File: src/rtl/wwd_pkg.sv
/*
 Constants, types and state codes for the window watchdog with reset link.
 Assumes a 10 MHz system clock; timing is counted in clk_sys cycles, window lengths in sampling ticks.
*/
package wwd_pkg;

    // ------------------------------------------------------------------
    // Time figures and derived cycle counts
    // ------------------------------------------------------------------
    localparam int T_CLK_NS       = 100;
    localparam int T_SAM_FAST_US  = 500;
    localparam int T_SAM_SLOW_US  = 1000;
    localparam int T_IW_FAST_US   = 32000;
    localparam int T_IW_SLOW_US   = 64000;
    localparam int T_WDP_FAST_US  = 32000;
    localparam int T_WDP_SLOW_US  = 64000;
    localparam int T_RD_US        = 8000;
    localparam int T_RR_NS        = 10000;

    localparam int SAM_FAST_CYC   = (T_SAM_FAST_US * 1000) / T_CLK_NS;
    localparam int SAM_SLOW_CYC   = (T_SAM_SLOW_US * 1000) / T_CLK_NS;
    localparam int RD_CYC         = (T_RD_US * 1000) / T_CLK_NS;
    localparam int RR_CYC         = T_RR_NS / T_CLK_NS;

    // Window lengths in sampling ticks
    localparam int IW_FAST_TICKS  = T_IW_FAST_US / T_SAM_FAST_US;
    localparam int IW_SLOW_TICKS  = T_IW_SLOW_US / T_SAM_SLOW_US;
    localparam int TW_FAST_TICKS  = T_WDP_FAST_US / T_SAM_FAST_US - 1;
    localparam int TW_SLOW_TICKS  = T_WDP_SLOW_US / T_SAM_SLOW_US - 1;

    // ------------------------------------------------------------------
    // Counter widths and reset values
    // ------------------------------------------------------------------
    localparam int SAM_CW         = 14;
    localparam int WIN_CW         = 7;
    localparam int DLY_CW         = 17;
    localparam int RR_CW          = 7;
    localparam logic [3:0] HIST_RST     = 4'h0;
    localparam logic [3:0] HIST_TRIGGER = 4'hc;
    localparam logic       MODE_RST     = 1'b0;

    // ------------------------------------------------------------------
    // Types
    // ------------------------------------------------------------------
    typedef struct packed {
        logic input_uv;
        logic supply_below;
        logic speed_sel;
        logic trigger;
    } wwd_pins_type;

    typedef enum logic [4:0] {
        ST_RST_HOLD  = 5'h01,
        ST_FAIL_HOLD = 5'h02,
        ST_IGNORE    = 5'h04,
        ST_WINDOW    = 5'h08,
        ST_GAP       = 5'h10
    } wwd_state_type;

endpackage

File: src/rtl/wwd_top.sv
/*
 Window watchdog with supply-supervisor reset link: top level.
 Assumes pad inputs arrive asynchronously; the speed select pad carries an
 external pull-down. Outputs are active-low levels for open-collector pads.
*/
`timescale 1ns/1ps
`default_nettype none
module wwd_top #(
    parameter int SAM_FAST = wwd_pkg::SAM_FAST_CYC,
    parameter int SAM_SLOW = wwd_pkg::SAM_SLOW_CYC,
    parameter int RD_LEN   = wwd_pkg::RD_CYC
) (
    // Clock and reset
    input  wire logic clk_sys,
    input  wire logic rst_b,
    // Processor side
    input  wire logic cpu_trigger_in,
    input  wire logic timing_speed_select,
    // Supply supervision
    input  wire logic supply_below_thr_in,
    input  wire logic input_uv_in,
    // Outputs
    output logic      supervisor_reset_out_n,
    output logic      cpu_fail_out_n
);

    // ------------------------------------------------------------------
    // Declarations
    // ------------------------------------------------------------------
    wwd_pkg::wwd_pins_type      pins;
    wwd_pkg::wwd_pins_type      meta_ff;
    wwd_pkg::wwd_pins_type      sync_ff;

    logic [wwd_pkg::RR_CW-1:0]  rr_cnt_ff;
    logic [wwd_pkg::RR_CW-1:0]  nxt_rr_cnt;
    logic [wwd_pkg::DLY_CW-1:0] rel_cnt_ff;
    logic [wwd_pkg::DLY_CW-1:0] nxt_rel_cnt;
    logic                       reset_n_ff;
    logic                       nxt_reset_n;

    wwd_pkg::wwd_state_type     state_ff;
    wwd_pkg::wwd_state_type     nxt_state;
    logic [wwd_pkg::DLY_CW-1:0] dly_cnt_ff;
    logic [wwd_pkg::DLY_CW-1:0] nxt_dly_cnt;
    logic [wwd_pkg::WIN_CW-1:0] win_cnt_ff;
    logic [wwd_pkg::WIN_CW-1:0] nxt_win_cnt;
    logic                       mode_slow_ff;
    logic                       nxt_mode_slow;
    logic                       fail_n_ff;
    logic                       nxt_fail_n;

    logic                       smp_restart;
    logic                       smp_clear;
    logic                       tick;
    logic                       trig_valid;
    logic [wwd_pkg::WIN_CW-1:0] iw_last;
    logic [wwd_pkg::WIN_CW-1:0] tw_last;

    // ------------------------------------------------------------------
    // Input synchronisers
    // ------------------------------------------------------------------
    always_comb begin
        pins.input_uv     = input_uv_in;
        pins.supply_below = supply_below_thr_in;
        pins.speed_sel    = timing_speed_select;
        pins.trigger      = cpu_trigger_in;
    end

    always_ff @(posedge clk_sys or negedge rst_b) begin
        if (!rst_b) begin
            meta_ff <= '0;
            sync_ff <= '0;
        end else begin
            meta_ff <= pins;
            sync_ff <= meta_ff;
        end
    end

    // ------------------------------------------------------------------
    // Supervisor reset output
    // ------------------------------------------------------------------
    always_comb begin
        nxt_rr_cnt  = '0;
        nxt_rel_cnt = rel_cnt_ff;
        nxt_reset_n = reset_n_ff;
        if (sync_ff.supply_below && (rr_cnt_ff < wwd_pkg::RR_CW'(wwd_pkg::RR_CYC))) begin
            nxt_rr_cnt = rr_cnt_ff + 1'b1;
        end else if (sync_ff.supply_below) begin
            nxt_rr_cnt = rr_cnt_ff;
        end
        if (sync_ff.input_uv) begin
            nxt_reset_n = 1'b0;
            nxt_rel_cnt = '0;
        end else if (sync_ff.supply_below) begin
            nxt_rel_cnt = '0;
            if (rr_cnt_ff >= wwd_pkg::RR_CW'(wwd_pkg::RR_CYC)) begin
                nxt_reset_n = 1'b0;
            end
        end else if (!reset_n_ff) begin
            if (rel_cnt_ff >= wwd_pkg::DLY_CW'(RD_LEN - 1)) begin
                nxt_reset_n = 1'b1;
                nxt_rel_cnt = '0;
            end else begin
                nxt_rel_cnt = rel_cnt_ff + 1'b1;
            end
        end
    end

    always_ff @(posedge clk_sys or negedge rst_b) begin
        if (!rst_b) begin
            rr_cnt_ff  <= '0;
            rel_cnt_ff <= '0;
            reset_n_ff <= 1'b0;
        end else begin
            rr_cnt_ff  <= nxt_rr_cnt;
            rel_cnt_ff <= nxt_rel_cnt;
            reset_n_ff <= nxt_reset_n;
        end
    end

    // ------------------------------------------------------------------
    // Sampling tick and trigger qualification
    // ------------------------------------------------------------------
    wwd_sampler #(
        .SAM_FAST (SAM_FAST),
        .SAM_SLOW (SAM_SLOW)
    ) u_sampler (
        .clk_sys    (clk_sys),
        .rst_b      (rst_b),
        .restart    (smp_restart),
        .clear      (smp_clear),
        .slow       (mode_slow_ff),
        .trig_level (sync_ff.trigger),
        .tick       (tick),
        .trig_valid (trig_valid)
    );

    // ------------------------------------------------------------------
    // Watchdog window sequencer
    // ------------------------------------------------------------------
    always_comb begin
        iw_last       = mode_slow_ff ? wwd_pkg::WIN_CW'(wwd_pkg::IW_SLOW_TICKS - 1)
                                     : wwd_pkg::WIN_CW'(wwd_pkg::IW_FAST_TICKS - 1);
        tw_last       = mode_slow_ff ? wwd_pkg::WIN_CW'(wwd_pkg::TW_SLOW_TICKS - 1)
                                     : wwd_pkg::WIN_CW'(wwd_pkg::TW_FAST_TICKS - 1);
        nxt_state     = state_ff;
        nxt_dly_cnt   = dly_cnt_ff;
        nxt_win_cnt   = win_cnt_ff;
        nxt_mode_slow = mode_slow_ff;
        smp_restart   = 1'b1;
        smp_clear     = 1'b0;
        unique case (state_ff)
            wwd_pkg::ST_RST_HOLD: begin
                nxt_dly_cnt = '0;
                if (reset_n_ff) begin
                    nxt_state = wwd_pkg::ST_FAIL_HOLD;
                end
            end
            wwd_pkg::ST_FAIL_HOLD: begin
                if (dly_cnt_ff >= wwd_pkg::DLY_CW'(RD_LEN - 1)) begin
                    nxt_state     = wwd_pkg::ST_IGNORE;
                    nxt_dly_cnt   = '0;
                    nxt_win_cnt   = '0;
                    nxt_mode_slow = sync_ff.speed_sel;
                end else begin
                    nxt_dly_cnt = dly_cnt_ff + 1'b1;
                end
            end
            wwd_pkg::ST_IGNORE: begin
                smp_restart = 1'b0;
                smp_clear   = 1'b1;
                if (tick) begin
                    if (win_cnt_ff >= iw_last) begin
                        nxt_state     = wwd_pkg::ST_WINDOW;
                        nxt_win_cnt   = '0;
                        nxt_mode_slow = sync_ff.speed_sel;
                    end else begin
                        nxt_win_cnt = win_cnt_ff + 1'b1;
                    end
                end
            end
            wwd_pkg::ST_WINDOW: begin
                smp_restart = 1'b0;
                if (trig_valid) begin
                    nxt_state   = wwd_pkg::ST_GAP;
                    nxt_win_cnt = '0;
                    smp_clear   = 1'b1;
                end else if (tick) begin
                    if (win_cnt_ff >= tw_last) begin
                        nxt_state   = wwd_pkg::ST_FAIL_HOLD;
                        nxt_dly_cnt = '0;
                    end else begin
                        nxt_win_cnt = win_cnt_ff + 1'b1;
                    end
                end
            end
            wwd_pkg::ST_GAP: begin
                smp_restart = 1'b0;
                smp_clear   = 1'b1;
                if (tick) begin
                    nxt_state     = wwd_pkg::ST_WINDOW;
                    nxt_win_cnt   = '0;
                    nxt_mode_slow = sync_ff.speed_sel;
                end
            end
            default: begin
                nxt_state = wwd_pkg::ST_RST_HOLD;
            end
        endcase
        if (!reset_n_ff) begin
            nxt_state   = wwd_pkg::ST_RST_HOLD;
            nxt_dly_cnt = '0;
            nxt_win_cnt = '0;
        end
        nxt_fail_n = nxt_reset_n && ((nxt_state == wwd_pkg::ST_IGNORE) || (nxt_state == wwd_pkg::ST_WINDOW)
                                      || (nxt_state == wwd_pkg::ST_GAP));
    end

    always_ff @(posedge clk_sys or negedge rst_b) begin
        if (!rst_b) begin
            state_ff     <= wwd_pkg::ST_RST_HOLD;
            dly_cnt_ff   <= '0;
            win_cnt_ff   <= '0;
            mode_slow_ff <= wwd_pkg::MODE_RST;
            fail_n_ff    <= 1'b0;
        end else begin
            state_ff     <= nxt_state;
            dly_cnt_ff   <= nxt_dly_cnt;
            win_cnt_ff   <= nxt_win_cnt;
            mode_slow_ff <= nxt_mode_slow;
            fail_n_ff    <= nxt_fail_n;
        end
    end

    // ------------------------------------------------------------------
    // Outputs
    // ------------------------------------------------------------------
    assign supervisor_reset_out_n = reset_n_ff;
    assign cpu_fail_out_n         = fail_n_ff;

endmodule
`default_nettype wire

File: src/rtl/wwd_sampler.sv
/*
 Sampling tick generator and trigger edge qualifier.
 Assumes a synchronised trigger level and a mode held stable by the caller.
*/
`timescale 1ns/1ps
`default_nettype none
module wwd_sampler #(
    parameter int SAM_FAST = wwd_pkg::SAM_FAST_CYC,
    parameter int SAM_SLOW = wwd_pkg::SAM_SLOW_CYC
) (
    // Clock and reset
    input  wire logic clk_sys,
    input  wire logic rst_b,
    // Control
    input  wire logic restart,
    input  wire logic clear,
    input  wire logic slow,
    input  wire logic trig_level,
    // Results
    output logic      tick,
    output logic      trig_valid
);

    logic [wwd_pkg::SAM_CW-1:0] cnt_ff;
    logic [wwd_pkg::SAM_CW-1:0] nxt_cnt;
    logic [wwd_pkg::SAM_CW-1:0] limit;
    logic [3:0]                 hist_ff;
    logic [3:0]                 nxt_hist;
    logic                       tick_ff;
    logic                       nxt_tick;
    logic                       trig_ff;
    logic                       nxt_trig;

    // ------------------------------------------------------------------
    // Tick counter and sample history
    // ------------------------------------------------------------------
    always_comb begin
        limit    = slow ? wwd_pkg::SAM_CW'(SAM_SLOW - 1) : wwd_pkg::SAM_CW'(SAM_FAST - 1);
        nxt_cnt  = cnt_ff + 1'b1;
        nxt_tick = 1'b0;
        nxt_hist = hist_ff;
        nxt_trig = 1'b0;
        if (cnt_ff >= limit) begin
            nxt_cnt  = '0;
            nxt_tick = 1'b1;
            nxt_hist = {hist_ff[2:0], trig_level};
            nxt_trig = ({hist_ff[2:0], trig_level} == wwd_pkg::HIST_TRIGGER);
        end
        if (restart) begin
            nxt_cnt  = '0;
            nxt_tick = 1'b0;
            nxt_trig = 1'b0;
        end
        if (clear || restart) begin
            nxt_hist = wwd_pkg::HIST_RST;
        end
    end

    always_ff @(posedge clk_sys or negedge rst_b) begin
        if (!rst_b) begin
            cnt_ff  <= '0;
            hist_ff <= wwd_pkg::HIST_RST;
            tick_ff <= 1'b0;
            trig_ff <= 1'b0;
        end else begin
            cnt_ff  <= nxt_cnt;
            hist_ff <= nxt_hist;
            tick_ff <= nxt_tick;
            trig_ff <= nxt_trig;
        end
    end

    assign tick       = tick_ff;
    assign trig_valid = trig_ff;

endmodule
`default_nettype wire

File: config.mk
export PLATFORM = sky130hd
export DESIGN_NAME = wwd_top
export DESIGN_NICKNAME = d
export VERILOG_FILES = /design/src/rtl/wwd_pkg.sv /design/src/rtl/wwd_top.sv /design/src/rtl/wwd_sampler.sv
export SDC_FILE = /design/constraint.sdc
export NUM_CORES = 1
export LEC_CHECK = 0
export BUFFER_PORTS_ARGS = -buffer_cell sky130_fd_sc_hd__buf_2
export CAP_MARGIN = 0
export CORE_ASPECT_RATIO = 0.7
export CORE_MARGIN = 2
export CORE_UTILIZATION = 35
export CTS_BUF_LIST = sky130_fd_sc_hd__clkbuf_8
export CTS_CLUSTER_SIZE = 14
export DETAILED_ROUTE_END_ITERATION = 12
export GPL_TIMING_DRIVEN = 1
export PLACE_DENSITY = 0.48
export SYNTH_ARGS = -nofsm -noshare
export SYNTH_HDL_FRONTEND = slang
export SYNTH_SLANG_ARGS = --single-unit
File: constraint.sdc
create_clock -name clk_sys -period 3.2 [get_ports clk_sys]
set_clock_uncertainty 0.05 [all_clocks]
set_input_delay 0.48 -clock clk_sys [delete_from_list [all_inputs] [get_ports clk_sys]]
set_output_delay 0.48 -clock clk_sys [all_outputs]
set_load 0.02 [all_outputs]
==> results.cfg <==
[clock_tree]
post_cts_buffers = 0
cts_made_buffers = 9
clk_pin_slew_ps = 90
h-tree-depth = 3
cts_num_sinks = 83
cts_buffer_depth = 2
cts_root_buffer = clkbuf_8
ctsResizeCount = 0
clk_latency_ps = 370
postCtsHoldBufs = 0
cts_tree = done

[critical_path]
cp.required_ps = 3440
r2r-end = win_cnt_ff[6]$_DFFE_PN0P_
cp_cell_sequence = or4b_1 -> or3_1 -> o211ai_1 -> or4b_1 -> or4_1 -> a21oi_1
worstPathMaxFanout = 14
rrSetupSlack_ps = 370
slowest_stage = or4b_1
path_common_cell = or4b_1
worst_setup_path_start_kind = flip-flop
slowest_delay_ps = 730
startpoint = state_ff[1]$_DFF_PN0_
cp_top_family = simple AND/OR/NAND/NOR gates
timing.rr.start = state_ff[1]$_DFF_PN0_
critPathKind = flip-flop to flip-flop
endpoint_kind = flip-flop
cp.arrival_ps = 3070
critPathBufInv = 0
reg2reg_depth = 6

[die]
dieArea_mm2 = 0.0134
start_util_pct = 35.6
die_h_um = 97.6
core-area_mm2 = 0.0123
rows = 34
fp.dieW_um = 138
ios = 8

[timing]
finalCritPeriodShare_pct = 88.6
setup_slack_ps = 366
setup_viol = 0
finalHoldViolCount = 0
worst_pin_slew_ps = 607
relSlewSlack_pct = 59.5
fmax_mhz = 353
maxSlewViolCount = 0
rsz0062_at_grt = false
fin_crit_ps = 2830
tns_ps = 0

[logic_synthesis]
synth_top_area_cell = dfrtp_1
ys_warn_count = 0
synthFlopType = dfrtp_1
netlist-cell-type-count = 60
yosysMostFrequentCell = dfrtp_1
synth_nets = 482
yosys-top-cells-area = dfrtp_1, a21oi_1, nand3_1
synth_area_mm2 = 0.00438
syn_inst = 464
ys_ff_latch = 83
synth_top_cell_area_share_pct = 46.9
yosys-top-cells-count = dfrtp_1, nand2_1, nor2_1, a21oi_1, nand3_1
syn_avg_cell_area_um2 = 9.44
synth-edff-count = 0
ys_seq_area_share_pct = 47.5
ys_async_sr_fraction_pct = 100

[drt]
route.met2.wl_um = 3640
vias = 3386
met3_length_um = 341
drtIter0Drc = 252
drc = 0
ant_nets = 0
wl_met1_um = 5140
drt_pass1_iterations = 5
routed_via_density = 5.32
routed_wl_um = 9230
top_layer_used = met4
wl_per_cell_um = 14.5

[cells_and_area]
n_antenna_cell = 0
drive_gt1_share_pct = 8.21
syn_to_final_growth_pct = 9.03
final_nets = 488
finish.utilization_pct = 38.8
nFillCells = 1215

[grt]
grt_remaining_overflow = 0
grt_pass1_wl_um = 16200
grt_max_degree = 84
antenna_found_initial = 0
grt_pass1_vias = 3243
grt_usage_pct = 15.2

[run]
drv_cap = 0

[placed_design]
port_buffers = 7
dpl.hpwl_um = 6160
place_congestion = 0.775
post-place-ws_ps = 415

[run_status]
status = finished, final reports clean

[power_and_ir_drop]
leakage_uw = 0.00196
p_total_uw = 1850
irDropWorstVdd_mv = 0.179
power.density_mw_per_mm2 = 387

[worst_hold_path]
min_path_type = primary input to async pin
-- cell type report --
type / instances / area [µm²] / share of cell area, %
inverters: 15 / 56.3 / 1.18
clock inverters: 5 / 37.5 / 0.786
flip-flops and latches: 83 / 2080 / 43.5
well taps: 162 / 203 / 4.25
clock buffers: 11 / 151 / 3.17
repair buffers: 13 / 95.1 / 1.99
multi-input cells: 348 / 2150 / 45.1
-- worst max-delay path by stage --
stage | to | depth (start not counted)
after CTS | win_cnt_ff[6]$_DFFE_PN0P_ | 6
after floorplan | rel_cnt_ff[15]$_DFFE_PN0P_ | 7
after detailed placement | win_cnt_ff[6]$_DFFE_PN0P_ | 6
after global placement | win_cnt_ff[2]$_DFFE_PN0P_ | 6
after global routing | win_cnt_ff[6]$_DFFE_PN0P_ | 6
final | win_cnt_ff[6]$_DFFE_PN0P_ | 6
-- placed cells by master (no fill, tap or decap), types with 7 or more instances in the layout --
cell type / count
a21o_1: 7
a21oi_1: 36
a31oi_1: 9
and2_1: 9
and3_1: 12
clkbuf_8: 11
dfrtp_1: 82
ha_1: 12
inv_1: 14
mux2i_1: 9
nand2_1: 40
nand3_1: 33
nor2_1: 39
nor3_1: 11
nor4_1: 9
o21ai_0: 24
or3_1: 8
or4_1: 7
xnor2_1: 9
xor2_1: 11
-- cell families (layout without fill, tap and decap cells) --
family / Yosys count / count (layout) / synth area share (%)
simple gates: 194 / 194 / 23.3
compound gates: 112 / 112 / 16.1
mux: 10 / 10 / 2.32
fa+ha+maj: 12 / 12 / 3.43
xor+xnor: 20 / 20 / 4.00
flops: 83 / 83 / 47.5
buf+inv: 33 / 44 / 3.37
-- power breakdown --
| part | internal, µW | switching (µW) |
|---|---|---|
| Clock | 324 | 406 |
| Combinational | 15.8 | 33.6 |
| Sequential | 1060 | 8.91 |
-- metal layers --
| layer | track usage (%) | vias to the layer above |
|---|---|---|
| met5 | 0 | - |
| met4 | 3.49 | 0 |
| met3 | 4.85 | 12 |
| met2 | 20.3 | 37 |
| met1 | 23.6 | 1635 |
| li1 | - | 1702 |
-- through the flow --
stage / area (µm²) / hold slack, ps / instances
4_1_cts: 4770 / 108 / 637
5_1_grt: 4770 / 104 / 637
3_5_place_dp: 4580 / 286 / 621
3_3_place_gp: 4580 / 283 / 621
2_1_floorplan: 4380 / 134 / 464
6_report: 4770 / 64.3 / 637
-- registers in the layout, summed over array words and instances (netlist names) --
| signal | flops |
|---|---|
| rel_cnt_ff | 17 |
| win_cnt_ff | 7 |
| rr_cnt_ff | 7 |
| sync_ff | 4 |
| state_ff | 5 |
| meta_ff | 4 |
| dly_cnt_ff | 17 |
| u_sampler.cnt_ff | 14 |
| u_sampler.hist_ff | 3 |
| u_sampler.trig_valid | 1 |
| u_sampler.tick | 1 |
| cpu_fail_out_n | 1 |
| supervisor_reset_out_n | 1 |
| mode_slow_ff | 1 |
-- worst reg2reg max path: stages, from the launching register on --
cell	delay, ps
dfrtp_1	560
or4b_1	220
or3_1	300
o211ai_1	140
or4b_1	730
or4_1	560
a21oi_1	180
No activity file was read; power rests on OpenSTA's default activity.
